## src/rtl/bt_pkg.sv

```systemverilog
// Shared constants for the bidirectional latch and flop transceiver
package bt_pkg;
    // Data path width per direction
    localparam int WIDTH     = 17;
    // Buffer of capture events: one direction bit plus data
    localparam int ENT_W     = WIDTH + 1;
    localparam int BUF_DEPTH = 2;
    // Bit positions inside the synchronised pin vector
    localparam int SY_CARD   = 0;
    localparam int SY_BP     = 17;
    localparam int SY_FCLK   = 34;
    localparam int SY_RCLK   = 35;
    localparam int SY_FLE    = 36;
    localparam int SY_RLE    = 37;
    localparam int SY_FCE    = 38;
    localparam int SY_RCE    = 39;
    localparam int SY_FOE    = 40;
    localparam int SY_ROE    = 41;
    localparam int SY_BPCLK  = 42;
    localparam int SY_W      = 43;
    // Register byte offsets
    localparam logic [7:0] OFF_CTRL     = 8'h00;
    localparam logic [7:0] OFF_STATUS   = 8'h04;
    localparam logic [7:0] OFF_FWD_HELD = 8'h08;
    localparam logic [7:0] OFF_REV_HELD = 8'h0C;
    localparam logic [7:0] OFF_LOG      = 8'h10;
    localparam logic [7:0] OFF_LOG_STAT = 8'h14;
    localparam logic [7:0] OFF_NONE     = 8'hFF;
    // Field positions
    localparam int CTRL_ARM   = 0;
    localparam int CTRL_GUARD = 1;
    localparam int LSTAT_OVF  = 0;
    localparam int LOG_VALID  = 31;
    // Reset values
    localparam logic CTRL_ARM_RST   = 1'b0;
    localparam logic CTRL_GUARD_RST = 1'b0;
endpackage

```

## src/rtl/bt_path_if.sv

```systemverilog
// Signals between the top level and one direction's data path
`timescale 1ns/1ps
interface bt_path_if;
    logic [bt_pkg::WIDTH-1:0] din;
    logic                     clk_lvl;
    logic                     latch_open;
    logic                     clk_enable_n;
    logic [bt_pkg::WIDTH-1:0] dout;
    logic                     capture;

    // Path side
    modport path (
        input  din,
        input  clk_lvl,
        input  latch_open,
        input  clk_enable_n,
        output dout,
        output capture
    );
    // Owner side
    modport owner (
        output din,
        output clk_lvl,
        output latch_open,
        output clk_enable_n,
        input  dout,
        input  capture
    );
endinterface

```

## src/rtl/bt_path.sv

```systemverilog
// One direction of storage: transparent latch plus enabled flip-flop
`timescale 1ns/1ps
module bt_path (
    // Clock and reset
    input  wire logic clk,
    input  wire logic reset,
    // Direction signals
    bt_path_if.path   p
);
    typedef struct packed {
        logic [bt_pkg::WIDTH-1:0] held;
        logic                     clk_prev;
        logic                     le_prev;
        logic                     cap;
    } bt_path_s;

    bt_path_s s_q;
    bt_path_s s_d;
    logic     clk_rise;
    logic     le_fall;

    // Edge detection on the already filtered controls
    assign clk_rise = p.clk_lvl & ~s_q.clk_prev;
    assign le_fall  = s_q.le_prev & ~p.latch_open;

    // Next state of the storage element
    always_comb begin
        s_d          = s_q;
        s_d.clk_prev = p.clk_lvl;
        s_d.le_prev  = p.latch_open;
        s_d.cap      = 1'b0;
        if (p.latch_open) begin
            s_d.held = p.din;          // Follow input
        end else if (p.clk_enable_n) begin
            s_d.held = s_q.held;       // Edges ignored
        end else if (le_fall) begin
            s_d.held = p.din;          // Close on latch fall
        end else if (clk_rise) begin
            s_d.held = p.din;          // Edge capture
            s_d.cap  = 1'b1;
        end else begin
            s_d.held = s_q.held;       // Static clock holds
        end
    end

    // Storage has no reset, only the edge trackers and the capture flag do
    always_ff @(posedge clk) begin
        if (reset) begin
            s_q.clk_prev <= 1'b0;
            s_q.le_prev  <= 1'b0;
            s_q.cap      <= 1'b0;
            s_q.held     <= s_d.held;
        end else begin
            s_q <= s_d;
        end
    end

    // Output without inversion
    assign p.dout    = s_q.held;
    assign p.capture = s_q.cap;
endmodule

```

## src/rtl/bt_transceiver.sv

```systemverilog
// Top level of the 17-bit bidirectional latch and flop transceiver
// What this block does
// - Data passes without inversion in every mode and direction.
// - Each direction is 17 bits; one clock enable gates all of them.
// - Enable low, latch closed: rising data clock captures card data.
// - Enable low: falling latch enable holds the data present then.
// - Enable and latch low: data stays held whatever static clock level.
// - Latch enable high: outputs follow inputs, ignoring clock and enable.
// - Entering storage with clock high keeps the earlier output level.
// - Clock enable high, latch closed: clock edges ignored, data kept.
// - Low forward drive enable drives backplane data outputs unless the guard bit is set and reverse enable is also low.
// - High forward drive enable isolates backplane data outputs.
// - Reverse direction mirrors forward with its own four controls, except that the guard bit also gates its clock return.
// - Drive enables also gate the two buffered clock paths.
// - Forward enable low drives delayed clock copy onto backplane line.
// - Reverse enable low returns the backplane clock to the card unless the guard bit is set and forward enable is also low.
// - All outputs stay high impedance through power-up and power-down.
//
// The AHB-Lite register port and the address map are this design's own decisions.
`timescale 1ns/1ps
module bt_transceiver (
    // Clock and reset
    input  wire logic                      clk,
    input  wire logic                      reset,
    // Card side data pins
    input  wire logic [bt_pkg::WIDTH-1:0]  card_data_in,
    output logic      [bt_pkg::WIDTH-1:0]  card_data_out,
    output logic                           card_data_oe,
    // Backplane side data pins
    input  wire logic [bt_pkg::WIDTH-1:0]  bp_data_in,
    output logic      [bt_pkg::WIDTH-1:0]  bp_data_out,
    output logic                           bp_data_oe,
    // Buffered clock path
    input  wire logic                      fwd_data_clock,
    input  wire logic                      rev_data_clock,
    input  wire logic                      backplane_clock_line_in,
    output logic                           backplane_clock_line_out,
    output logic                           backplane_clock_line_oe,
    output logic                           card_clock_return_out,
    output logic                           card_clock_return_oe,
    // Direction controls
    input  wire logic                      fwd_clk_enable_n,
    input  wire logic                      rev_clk_enable_n,
    input  wire logic                      fwd_latch_open,
    input  wire logic                      rev_latch_open,
    input  wire logic                      fwd_drive_enable_n,
    input  wire logic                      rev_drive_enable_n,
    // AHB-Lite slave
    input  wire logic                      hsel,
    input  wire logic [31:0]               haddr,
    input  wire logic [1:0]                htrans,
    input  wire logic                      hwrite,
    input  wire logic [2:0]                hsize,
    input  wire logic [31:0]               hwdata,
    input  wire logic                      hready,
    output logic                           hreadyout,
    output logic [31:0]                    hrdata,
    output logic                           hresp
);
    localparam int SW = bt_pkg::SY_W;
    localparam int EW = bt_pkg::ENT_W;
    localparam int DW = bt_pkg::WIDTH;

    typedef struct packed {
        logic [SW-1:0]                    s1;
        logic [SW-1:0]                    s2;
        logic [SW-1:0]                    s3;
        logic [SW-1:0]                    filt;
        logic                             arm;
        logic                             guard;
        logic [bt_pkg::BUF_DEPTH-1:0][EW-1:0] mem;
        logic                             wp;
        logic                             rp;
        logic [1:0]                       cnt;
        logic                             ovf;
        logic                             ph_valid;
        logic                             ph_write;
        logic [7:0]                       ph_addr;
        logic [31:0]                      rdata;
        logic                             clk_copy;
    } bt_top_s;

    bt_top_s         s_q;
    bt_top_s         s_d;
    logic [SW-1:0]   pins;
    logic [SW-1:0]   agree;
    logic            both_on;
    logic            fwd_on;
    logic            rev_on;
    logic            fwd_clk_on;
    logic            rev_clk_on;
    logic            push_valid;
    logic            push_ready;
    logic [EW-1:0]   push_data;
    logic            lost;
    logic            pop_valid;
    logic            pop_ready;
    logic            acc;
    logic [7:0]      sel_addr;

    bt_path_if fwd_if ();
    bt_path_if rev_if ();

    // Gather every pin input into one vector for synchronising
    assign pins = {backplane_clock_line_in,
                   rev_drive_enable_n, fwd_drive_enable_n,
                   rev_clk_enable_n, fwd_clk_enable_n,
                   rev_latch_open, fwd_latch_open,
                   rev_data_clock, fwd_data_clock,
                   bp_data_in, card_data_in};

    // A change counts once the second and third stages agree
    assign agree = ~(s_q.s2 ^ s_q.s3);

    // Forward path: card to backplane
    assign fwd_if.din          = s_q.filt[bt_pkg::SY_CARD +: DW];
    assign fwd_if.clk_lvl      = s_q.filt[bt_pkg::SY_FCLK];
    assign fwd_if.latch_open   = s_q.filt[bt_pkg::SY_FLE];
    assign fwd_if.clk_enable_n = s_q.filt[bt_pkg::SY_FCE];

    // Reverse path mirrors forward with its own controls
    assign rev_if.din          = s_q.filt[bt_pkg::SY_BP +: DW];
    assign rev_if.clk_lvl      = s_q.filt[bt_pkg::SY_RCLK];
    assign rev_if.latch_open   = s_q.filt[bt_pkg::SY_RLE];
    assign rev_if.clk_enable_n = s_q.filt[bt_pkg::SY_RCE];

    bt_path u_fwd (
        .clk   (clk),
        .reset (reset),
        .p     (fwd_if)
    );

    bt_path u_rev (
        .clk   (clk),
        .reset (reset),
        .p     (rev_if)
    );

    // Drive enables; both outputs stay off until software arms them
    assign both_on = ~s_q.filt[bt_pkg::SY_FOE] & ~s_q.filt[bt_pkg::SY_ROE];
    assign fwd_clk_on = ~reset & s_q.arm
                      & ~s_q.filt[bt_pkg::SY_FOE];
    assign rev_clk_on = ~reset & s_q.arm & ~s_q.filt[bt_pkg::SY_ROE]
                      & ~(s_q.guard & both_on);
    assign fwd_on = fwd_clk_on & ~(s_q.guard & both_on);
    assign rev_on = rev_clk_on;

    // Data pins: low enable drives, high enable isolates
    assign bp_data_out   = fwd_if.dout;
    assign bp_data_oe    = fwd_on;
    assign card_data_out = rev_if.dout;
    assign card_data_oe  = rev_on;

    // Clock path outputs
    assign backplane_clock_line_out = s_q.clk_copy;
    assign backplane_clock_line_oe  = fwd_clk_on;
    assign card_clock_return_out    = s_q.filt[bt_pkg::SY_BPCLK];
    assign card_clock_return_oe     = rev_clk_on;

    // Capture log: forward capture wins when both directions fire
    assign push_valid = fwd_if.capture | rev_if.capture;
    assign push_data  = fwd_if.capture ? {1'b0, fwd_if.dout}
                                       : {1'b1, rev_if.dout};
    assign push_ready = (s_q.cnt != 2'h2);
    assign lost       = (fwd_if.capture & rev_if.capture)
                      | (push_valid & ~push_ready);
    assign pop_valid  = (s_q.cnt != 2'h0);

    // Bus address phase acceptance and decode
    assign acc       = hsel & hready & htrans[1];
    assign sel_addr  = (haddr[31:8] == 24'h000000) ? haddr[7:0]
                                                   : bt_pkg::OFF_NONE;
    assign pop_ready = acc & ~hwrite & (sel_addr == bt_pkg::OFF_LOG);

    // Zero wait state slave, always OKAY
    assign hreadyout = 1'b1;
    assign hresp     = 1'b0;
    assign hrdata    = s_q.rdata;

    // Next state of synchronisers, buffer and registers
    always_comb begin
        s_d          = s_q;
        s_d.s1       = pins;
        s_d.s2       = s_q.s1;
        s_d.s3       = s_q.s2;
        s_d.filt     = (s_q.filt & ~agree) | (s_q.s3 & agree);
        s_d.clk_copy = s_q.filt[bt_pkg::SY_FCLK];  // Delayed copy, no inversion

        // Buffer push and pop
        if (push_valid & push_ready) begin
            s_d.mem[s_q.wp] = push_data;
            s_d.wp          = ~s_q.wp;
        end
        if (pop_valid & pop_ready) begin
            s_d.rp = ~s_q.rp;
        end
        s_d.cnt = 2'(s_q.cnt + {1'b0, push_valid & push_ready}
                             - {1'b0, pop_valid & pop_ready});

        // Address phase capture
        s_d.ph_valid = acc;
        s_d.ph_write = hwrite;
        s_d.ph_addr  = sel_addr;

        // Read data is prepared at the address phase
        s_d.rdata = 32'h00000000;
        if (acc & ~hwrite) begin
            case (sel_addr)
                bt_pkg::OFF_CTRL: begin
                    s_d.rdata = {30'h00000000, s_q.guard, s_q.arm};
                end
                bt_pkg::OFF_STATUS: begin
                    s_d.rdata = {23'h000000,
                        s_q.filt[bt_pkg::SY_BPCLK:bt_pkg::SY_FCLK]};
                end
                bt_pkg::OFF_FWD_HELD: begin
                    s_d.rdata = {15'h0000, fwd_if.dout};
                end
                bt_pkg::OFF_REV_HELD: begin
                    s_d.rdata = {15'h0000, rev_if.dout};
                end
                bt_pkg::OFF_LOG: begin
                    if (pop_valid) begin
                        s_d.rdata = {1'b1, 13'h0000, s_q.mem[s_q.rp]};
                    end
                end
                bt_pkg::OFF_LOG_STAT: begin
                    s_d.rdata = {29'h00000000, s_q.cnt, s_q.ovf};
                end
                default: begin
                    s_d.rdata = 32'h00000000;
                end
            endcase
        end

        // Writes land in the data phase
        if (s_q.ph_valid & s_q.ph_write) begin
            case (s_q.ph_addr)
                bt_pkg::OFF_CTRL: begin
                    s_d.arm   = hwdata[bt_pkg::CTRL_ARM];
                    s_d.guard = hwdata[bt_pkg::CTRL_GUARD];
                end
                bt_pkg::OFF_LOG_STAT: begin
                    if (hwdata[bt_pkg::LSTAT_OVF]) begin
                        s_d.ovf = 1'b0;
                    end
                end
                default: begin
                end
            endcase
        end

        // A lost capture sets the flag after any clear, so it wins
        if (lost) begin
            s_d.ovf = 1'b1;
        end
    end

    // Register the whole state; outputs come up isolated
    always_ff @(posedge clk) begin
        if (reset) begin
            s_q       <= '0;
            s_q.arm   <= bt_pkg::CTRL_ARM_RST;
            s_q.guard <= bt_pkg::CTRL_GUARD_RST;
        end else begin
            s_q <= s_d;
        end
    end
endmodule

```

## config.mk

```make
export PLATFORM = sky130hd
export DESIGN_NAME = bt_transceiver
export DESIGN_NICKNAME = d
export VERILOG_FILES = /design/src/rtl/bt_pkg.sv /design/src/rtl/bt_path_if.sv /design/src/rtl/bt_path.sv /design/src/rtl/bt_transceiver.sv
export SDC_FILE = /design/constraint.sdc
export NUM_CORES = 1
export LEC_CHECK = 0
export BUFFER_PORTS_ARGS = -buffer_cell sky130_fd_sc_hd__clkbuf_2
export CORE_MARGIN = 3
export CORE_UTILIZATION = 35
export DETAILED_ROUTE_END_ITERATION = 10
export MAX_ROUTING_LAYER = met4
export PLACE_DENSITY_LB_ADDON = 0.25
export SLEW_MARGIN = 0
export SYNTH_ARGS = -nofsm -noshare
export SYNTH_HDL_FRONTEND = slang
export SYNTH_HIERARCHICAL = 1
export SYNTH_SLANG_ARGS = --single-unit
```

## constraint.sdc

```tcl
create_clock -name clk -period 7.5 [get_ports clk]
set_clock_uncertainty 0.1 [all_clocks]
set_input_delay 1.125 -clock clk [delete_from_list [all_inputs] [get_ports clk]]
set_output_delay 1.125 -clock clk [all_outputs]
set_load 0.02 [all_outputs]
```

==> flow_results.org, run 1 <==
** Clocking
- Htree depth :: 1
- The clock drives 285 sinks.
- Clock Root Buffer :: sky130_fd_sc_hd__clkbuf_16
- Buffers added to address setup during post-CTS repair amount to 0.
- Maximum root-to-sink buffer count :: 3
- Post-CTS repair changed the size of 0 cells.
- TritonCTS built the clock tree.
- Clk slew on worst S/H paths :: 60 ps
- Clk_lat worst skew :: 550 ps
- For this design, the CTS-stage hold fixing added 0 buffers.
- TritonCTS created 30 clock buffers.

** Worst setup path
- Crit path arrival time :: 2110 ps
- Critical Path, Cell by Cell :: buf_6, nand2b_1, nor3_1, clkbuf_2
- Startpoint kind of the worst setup timing path :: primary input
- In this design, the largest share of critical-path delay is due to simple AND/OR/NAND/NOR gates.
- CP Class :: in2out
- Cell at the slowest stage of the critical path :: sky130_fd_sc_hd__nand2b_1
- Critical path's largest stage delay :: 280 ps
- Measured in cells, the most critical reg-to-reg path has a length of 8.
- Number of buffers and inverters on the critical path :: 2
- Critical path peak fanout :: 81
- The critical path crosses 4 cells after its start point.
- The worst setup path is captured at an output pin.
- Required time of the critical path :: 6270 ps

** Timing
- At the pin with the least slew margin, the transition time is 1100 ps.
- Final min period :: 3330 ps
- Setup violations remaining at the end of the flow were counted as 0.
- Final hold viol count :: 0
- Of the available clock period, the critical path in the final layout requires 0.444.
- Final worst slack :: 4170 ps
- Max-slew violation total from the final report :: 0
- Fmax achieved :: 300 MHz
- Relative slew slack :: 0.268
- Unrepaired setup endpoints after global routing :: false
- Setup total negative slack on the finished layout was measured at 0 ps.

** Routing
- First drt pass iteration count :: 5
- Drt drc :: 0
- Dividing the detail-routed via count by the number of cells gives 4.41.
- Via count :: 6245
- The count of nets left with antenna violations once routing finished came out at 0.
- For this block, the routed nets add up to 20.3 mm of wire.
- Initial detailed-routing violation count :: 432
- Post-detailed-route wirelength per cell :: 14.3 um

** Placed design
- Buffers placed on the I/O ports in this run total 141.
- Once placement finished, the instance area stood at 10700 um^2.
- The HPWL after detailed placement is 14.1 mm.
- GP Congestion :: 0.756
- Pre-CTS setup slack :: 3880 ps
- Total placed cells including tap cells :: 1360

** GRT
- The number of antenna violations at the first check in global routing is 0.
- In the global route stage, met3 resource usage came out at 0.0262.
- The layer flagged by global routing as most heavily used is met2.
- The first global-routing pass estimated 32.2 mm of wire.
- In the global route stage, met2 resource usage came out at 0.203.
- Global-route congestion overflow total :: 0
- In the global route stage, overall resource usage came out at 0.133.
- For this run, global-route usage on met1 was measured as 0.181.
- Entering global routing, the biggest net connects 82 pins.
- The via count of the first global-routing pass came to 6008.

** Finish
- After routing the design area is 11700 um^2.
- At the end of the flow, the number of nets in the layout was 1133.
- Of the cells placed in the final design, the portion with a size suffix greater than 1 is 0.218.
- The number of antenna diodes in the final layout is 0.
- Area added between synthesis and finish :: 16.2%
- Finished Layout Cells :: 1416

** Logic synthesis
- Number of distinct library cell variants in the gate-level netlist after synthesis :: 44
- Yosys warnings :: 6
- Number of instances in the synthesized netlist :: 933
- Register bit count reported by yosys :: 285
- Proportion of synthesized chip area in sequential cells :: 0.600
- Netlist area before placement :: 10100 um^2
- Averaged over all synthesized cells, the footprint is 10.8 um^2.

** Hold path
- The min-delay analysis places its worst path in the category reg2reg.
- The worst hold path was traced through 0 stages.

** Outcome
- The run finished with clean final reports.

** Die
- The die covers 30900 um^2.
- The die is 176 um tall.
- For this design the top-level I/O count stands at 191.
- The total area inside the core boundary comes to 28100 um^2.
- The initial utilization of the core area, before any placement, comes to 0.359.
- Std cell rows :: 61
- The die is 176 um wide.

** Power
- Total power density per cell area :: 272 nW/um^2
- IR analysis of the VDD net gives a maximum drop of 0.145 mV.
- The design draws 3.19 mW.
- Static Leak :: 4.38 nW

** Run
- Max-cap violations in this run came to 0.
[per-stage QoR]
step / utilization / hold slack [ps]
floorplan: - / 302
CTS: 0.417 / 325
detailed placement: 0.380 / 312
global route: 0.417 / 333
finish: 0.417 / 318
global placement: 0.380 / 309
[cell usage after synthesis (all sizes together)]
cell | n | share of area
o2111ai | 1 | 0.0026
ha | 2 | 0.0025
and2 | 1 | 0.00074
nor3 | 9 | 0.0056
clkinv | 1 | 0.00037
nor3b | 1 | 0.00074
a22oi | 2 | 0.0015
or3 | 1 | 0.00062
dfxtp | 251 | 0.50
o22ai | 2 | 0.0012
a211oi | 36 | 0.027
mux2i | 54 | 0.054
o22a | 15 | 0.013
a21oi | 58 | 0.029
o21a | 1 | 0.00074
xnor2 | 3 | 0.0026
nand3 | 3 | 0.0015
a22o | 1 | 0.00087
edfxtp | 34 | 0.10
nor4b | 2 | 0.0047
o21ai | 47 | 0.023
clkbuf | 29 | 0.011
nand2b | 4 | 0.0040
nand4 | 2 | 0.0019
or4 | 1 | 0.0011
nand2 | 48 | 0.018
o32ai | 1 | 0.00087
buf | 84 | 0.059
nor2 | 81 | 0.034
inv | 5 | 0.0019
nor4 | 7 | 0.0068
conb | 2 | 0.00074
nor2b | 143 | 0.089
o211ai | 1 | 0.00074
[report_power, final]
| part | leakage (nW) | internal (mW) | switching (mW) | total, mW |
|---|---|---|---|---|
| Clock | 0.505 | 0.912 | 0.595 | 1.51 |
| Sequential | 2.38 | 1.57 | 0.0131 | 1.59 |
| Combinational | 1.49 | 0.0410 | 0.0554 | 0.0964 |
[worst register-to-register path: cells and delay by family, from the launching register on]
family | cells | cell delay (ps)
adders and majority gates | 2 | 470
and+or+nand+nor | 1 | 50
xor gates and xnor gates | 2 | 260
AOI/OAI and AO/OA | 1 | 440
buffers and inverters | 2 | 300
DFF | 1 | 290
[cells in the final DEF (no fill, tap or decap), types with 4 or more instances in the layout]
cell and instances:
sky130_fd_sc_hd__edfxtp_1 34, sky130_fd_sc_hd__o21ai_0 46, sky130_fd_sc_hd__nor2b_1 143, sky130_fd_sc_hd__a211oi_1 36
sky130_fd_sc_hd__clkbuf_1 4, sky130_fd_sc_hd__dfxtp_1 251, sky130_fd_sc_hd__clkbuf_16 32, sky130_fd_sc_hd__nor3_1 8
sky130_fd_sc_hd__nor4_2 4, sky130_fd_sc_hd__a21oi_1 57, sky130_fd_sc_hd__clkbuf_2 140, sky130_fd_sc_hd__mux2i_1 54
sky130_fd_sc_hd__nor2_1 68, sky130_fd_sc_hd__clkinv_2 5, sky130_fd_sc_hd__buf_4 8, sky130_fd_sc_hd__nand2_1 48
sky130_fd_sc_hd__inv_1 5, sky130_fd_sc_hd__o22a_1 15, sky130_fd_sc_hd__nor2_2 12, sky130_fd_sc_hd__conb_1 15
[path summary, 6_finish.rpt]
check / from / to / slack (ps)
setup / recovery: reset / card_data_oe / 4170
hold reg to reg: flop / u_rev/p.dout[10] / 320
setup reg to reg: u_fwd/p.capture / s_q[45] / 5460
hold / removal: flop / u_rev/p.dout[10] / 320
[logic make-up (layout without fill, tap and decap cells)]
logic type / count (synthesis) / after routing / share of synthesized area
and+or+nand+nor: 303 / 303 / 0.168
DFF: 285 / 285 / 0.600
AOI/OAI and AO/OA: 165 / 165 / 0.100
buffers and inverters: 119 / 211 / 0.0725
muxes: 54 / 54 / 0.0536
xor gates and xnor gates: 3 / 3 / 0.00261
adders and majority gates: 2 / 2 / 0.00248
other: 2 / 15 / 0.000745
[per-layer routing]
| metal | vias up | wire, um |
|---|---|---|
| li1 | 3228 | - |
| met4 | 0 | 365 |
| met5 | - | 0 |
| met2 | 154 | 9050 |
| met3 | 32 | 1000 |
| met1 | 2831 | 9870 |
[final cells by class]
class / count / area [um^2]
multi-input cells: 542 / 3360
well taps: 378 / 473
repair buffers: 149 / 772
inverters: 6 / 22.5
clock buffers: 39 / 857
fillers: 2783 / 16400
flip-flops and latches: 285 / 6050
clock inverters: 17 / 188
Note: power is estimated with default switching activity, not from simulation.
==> run 2, diff against run 1 <==
--- a/config.mk
+++ b/config.mk
@@ -5,6 +5,7 @@
 export SDC_FILE = /design/constraint.sdc
 export NUM_CORES = 1
 export LEC_CHECK = 0
+export ABC_AREA = 1
 export BUFFER_PORTS_ARGS = -buffer_cell sky130_fd_sc_hd__clkbuf_2
 export CORE_MARGIN = 3
 export CORE_UTILIZATION = 35
==> constraint.sdc (replaced) <==
create_clock -name clk -period 2.8 [get_ports clk]
set_clock_uncertainty 0.1 [all_clocks]
set_input_delay 0.42 -clock clk [delete_from_list [all_inputs] [get_ports clk]]
set_output_delay 0.42 -clock clk [all_outputs]
set_load 0.02 [all_outputs]
==> flow_results.org, run 2 <==
** Outcome
- Outcome: complete, no violations (unchanged).

** Worst setup path
- The critical path class is in2reg (was in2out).
- Cell at the slowest stage of the critical path :: sky130_fd_sc_hd__ha_1 (was sky130_fd_sc_hd__nand2b_1)
- The worst path arrival time came to 2540 ps (was 2110 ps).
- The count of buffering cells on the critical path with inverters included was 5 (was 2).
- The required arrival time at the worst endpoint is 3150 ps (was 6270 ps).
- Startpoint kind of the worst setup timing path :: primary input (unchanged)
- The biggest cell delay along the critical path is 220 ps (was 280 ps).
- Critical Path, Cell by Cell :: clkbuf_2, nor2_1, nand2_1, nor2_2, inv_2, nor2_8, nand3_4, nor2_8, inv_1, nor2_1, nand2_1, inv_2, ha_1, inv_1, ha_1, xor2_1, o21ai_0, a21oi_1 (was buf_6, nand2b_1, nor3_1, clkbuf_2)
- The largest fanout of any net on the critical path is 7 (was 81).
- The element type at the critical path end is a flop (was output pin).
- The cell family with the largest share of critical-path delay is simple AND/OR/NAND/NOR gates (unchanged).

** Power
- Design internal power :: 6.56 mW (was 2.53 mW)
- The combinational group share of total power is 0.035 (was 0.030).
- The relative contribution of the clock network to total power is 0.454 (was 0.473).
- The switching power is 1.75 mW (was 0.664 mW).
- The standby leakage power was 5.36 nW (was 4.38 nW).
- Net switching fraction of the power :: 0.210 (was 0.208)
- The total power divided by cell area is 661 nW/um^2 (was 272 nW/um^2).
- Flop pwr share :: 0.511 (was 0.497)
- The worst supply voltage drop on vdd was 0.408 mV (was 0.145 mV).
- The post-route total power came to 8.30 mW (was 3.19 mW).

** Logic synthesis
- The most instantiated flip-flop cell in the synthesis netlist was sky130_fd_sc_hd__dfxtp_1 (unchanged).
- Proportion of synthesized chip area in sequential cells :: 0.577 (was 0.600)
- Most instantiated library cell after synthesis :: sky130_fd_sc_hd__nor2_1 (was sky130_fd_sc_hd__dfxtp_1)
- The number of enable flip-flop cells after synthesis was 34 (unchanged).
- Synth area leader :: sky130_fd_sc_hd__dfxtp_1 (unchanged)
- Share of synthesized registers carrying an async set or reset :: 0 (unchanged)
- Synth area leaders: sky130_fd_sc_hd__dfxtp_1, sky130_fd_sc_hd__edfxtp_1, sky130_fd_sc_hd__nor2_1 (was sky130_fd_sc_hd__dfxtp_1, sky130_fd_sc_hd__edfxtp_1, sky130_fd_sc_hd__nor2b_1).
- Number of distinct library cell variants in the gate-level netlist after synthesis :: 32 (was 44)
- Cell types with the highest counts after synthesis: sky130_fd_sc_hd__nor2_1, sky130_fd_sc_hd__dfxtp_1, sky130_fd_sc_hd__inv_1, sky130_fd_sc_hd__nand2_1, sky130_fd_sc_hd__a21oi_1 (was sky130_fd_sc_hd__dfxtp_1, sky130_fd_sc_hd__nor2b_1, sky130_fd_sc_hd__buf_4, sky130_fd_sc_hd__nor2_1, sky130_fd_sc_hd__a21oi_1).
- Number of instances in the synthesized netlist :: 1261 (was 933)
- The warning count from the yosys run was 6 (unchanged).
- The share of synthesized cell area in full adder, half adder and majority cells is 0.00239 (was 0.00248).
- The fraction of the mapped netlist area in compound gates is 0.0878 (was 0.100).
- The summed instance area of the synthesized netlist is 10500 um^2 (was 10100 um^2).
- Dominant combinational cell family by area after synthesis :: simple AND/OR/NAND/NOR gates (unchanged)
- The portion of netlist area occupied by mux cells came to 0 (was 0.0536).
- Synthesized area per cell :: 8.31 um^2 (was 10.8 um^2)
- Register bit count reported by yosys :: 285 (unchanged)
- The simple logic cell fraction of the synthesized area came to 0.197 (was 0.168).
- Area share of xor/xnor cells in the synthesized design :: 0.000836 (was 0.00261)
- The fraction of synthesized cell area taken by the top area cell type was 0.480 (was 0.498).

** Timing
- Final min period :: 2190 ps
- Of the available clock period, the critical path in the final layout requires 0.781.
- The number of hold violations in the final report came to 0 (unchanged).
- The minimum hold slack came to 16.5 ps (was 318 ps).
- Max-slew violation total from the final report :: 0 (unchanged)
- The relative max-transition margin was 0.383 (was 0.268).
- Final setup TNS :: 0 ps (unchanged)
- Worst Max-Slew Pin Slew :: 925 ps (was 1100 ps)
- Unrepaired setup endpoints after global routing :: false (unchanged)
- Total of endpoints with negative setup slack in the final report :: 0 (unchanged)
- For this run, the top clock speed supported by timing is 458 MHz.

** Finish
- The layout filler cell count came to 2855 (was 2783).
- Area of all placed cells without fillers :: 12600 um^2 (was 11700 um^2)
- Commonest non-fill, non-tap cells in the layout :: sky130_fd_sc_hd__nor2_1, sky130_fd_sc_hd__dfxtp_1, sky130_fd_sc_hd__inv_1 (was sky130_fd_sc_hd__dfxtp_1, sky130_fd_sc_hd__nor2b_1, sky130_fd_sc_hd__clkbuf_2)
- Area added between synthesis and finish :: 19.9% (was 16.2%)
- Commonest non-fill, non-tap cell in the layout :: sky130_fd_sc_hd__nor2_1 (was sky130_fd_sc_hd__dfxtp_1)
- Antenna Cells :: 0 (unchanged)
- Nets :: 1516 (was 1133)
- Share of cells above drive strength 1 :: 0.166 (was 0.218)
- The post-route non-filler standard cell count was 1804 (was 1416).

** GRT
- The maximum number of pins on one net before global-route repair is 65 (was 82).
- The total congestion overflow is 0 (unchanged).
- The number of antenna violations at the first check in global routing is 0 (unchanged).
- The overall fraction of global-route tracks in use is 0.144 (was 0.133).
- The via count of the first global-routing pass is 6944 (was 6008).
- First-pass GRT wire length :: 36.0 mm (was 32.2 mm)

** Die
- The area of the core was 29100 um^2 (was 28100 um^2).
- Overall die height :: 179 um (was 176 um)
- The horizontal extent of the die came to 179 um (was 176 um).
- Effective utilization at floorplan :: 0.360 (was 0.359)
- Area enclosed by the die boundary :: 32000 um^2 (was 30900 um^2)
- Number of top-level pins :: 191 (unchanged)
- Std cell rows :: 62 (was 61)

** Routing
- Via count :: 7749 (was 6245)
- Sum of routed wire length over all layers :: 22.8 mm (was 20.3 mm)
- The met2 layer wire length in the routed design was 10.6 mm (was 9.05 mm).
- The highest metal layer with signal wires was met4 (unchanged).
- The final routed wire length divided by cell count is 12.7 um (was 14.3 um).
- The total DRC errors in the routed layout came to 0 (unchanged).
- Via-to-Cell Ratio :: 4.30 (was 4.41)
- The total routed wire length on the met1 layer came to 10.3 mm (was 9.87 mm).
- The amount of wire on met3 after detailed routing came to 1.59 mm (was 1.00 mm).
- The number of nets still failing antenna checks after routing came to 0 (unchanged).
- The detailed-routing iteration count for the pre-antenna-repair pass is 5 (unchanged).
- Initial detailed-routing violation count :: 417 (was 432)

** Placed design
- Post-DP Area :: 11200 um^2 (was 10700 um^2)
- The HPWL reported at the end of detailed placement was 15.9 mm (was 14.1 mm).
- Number of input and output port buffers inserted :: 141 (unchanged)
- Total placed cells including tap cells :: 1706 (was 1360)
- GP Congestion :: 0.858 (was 0.756)

** Run
- The number of max-cap violations came to 0 (unchanged).

** Clocking
- The number of buffers on the longest clock path came to 3 (unchanged).
- Clock buffers created by TritonCTS :: 29 (was 30)
- The CTS tree was done (unchanged).
- Number of clock sinks :: 285 (unchanged)
- The clock-pin slew reported for the worst setup and hold paths after clock tree synthesis is 60 ps (about the same).
- Post-CTS sizing :: 0 (unchanged)
- The latest clock arrival within the worst-skew pair came to 540 ps (was 550 ps).
- Number of setup buffers added after CTS :: 0 (unchanged)
- Htree depth :: 1 (unchanged)
- Clock Root Buffer :: sky130_fd_sc_hd__clkbuf_16 (unchanged)

** Hold path
- The path type of the worst min-delay path was in2reg (was reg2reg).
run 2: through the flow:
stage           util  worst slack (ps)
2_1_floorplan      -               330
3_3_place_gp   0.384               171
3_5_place_dp   0.384              94.1
4_1_cts        0.432               633
5_1_grt        0.432               328
6_report       0.432               614
run 2: path summary, 6_finish.rpt:
check | cells past startpoint | slack, ps | from | endpoint
max | 18 | 610 | haddr[25] | s_q[45]
min | 3 | 20 | hwdata[1] | s_q[84]
max reg2reg | 8 | 730 | s_q[45] | s_q[79]
min reg2reg | 2 | 300 | s_d[196] | s_d[153]
run 2: cell type report:
class	instances	area [um^2]	share of cell area
sequential	285	6050	0.481
multi-input combinational	690	3080	0.245
timing repair buffer	206	1310	0.104
clock buffer	43	858	0.0683
inverter	185	694	0.0553
tap	384	480	0.0382
clock inverter	11	96.3	0.00767
run 2: power by group through the flow:
stage | combinational [mW] | sequential, mW | clock, mW
after floorplan | 0.170 | 4.32 | 0
after global placement | 0.246 | 4.33 | 0
after detailed placement | 0.250 | 4.34 | 0
after CTS | 0.298 | 4.25 | 3.88
after global routing | 0.335 | 4.25 | 4.04
final | 0.292 | 4.25 | 3.77
run 2: repair_timing:
action / 4_1_cts / 5_1_grt
hold endpoints to repair: 44 / 0
hold buffers: 44 / 0
setup endpoints to repair: 0 / 0
run 2: logic make-up after synthesis:
family                     count (synthesis)
AOI/OAI and AO/OA                        182
xor gates and xnor gates                   1
adders and majority gates                  2
buffers and inverters                    299
DFF                                      285
other                                      2
and+or+nand+nor                          490
run 2: worst min-delay path, cell delays in order:
cell and delay (ps):
sky130_fd_sc_hd__clkbuf_2 80, sky130_fd_sc_hd__inv_1 50, sky130_fd_sc_hd__a21oi_1 50
run 2: per-layer routing:
layer,track usage,up-vias
met5,-,-
met4,0.0328,0
met3,0.0303,32
met2,0.233,195
met1,0.185,3436
li1,-,4086
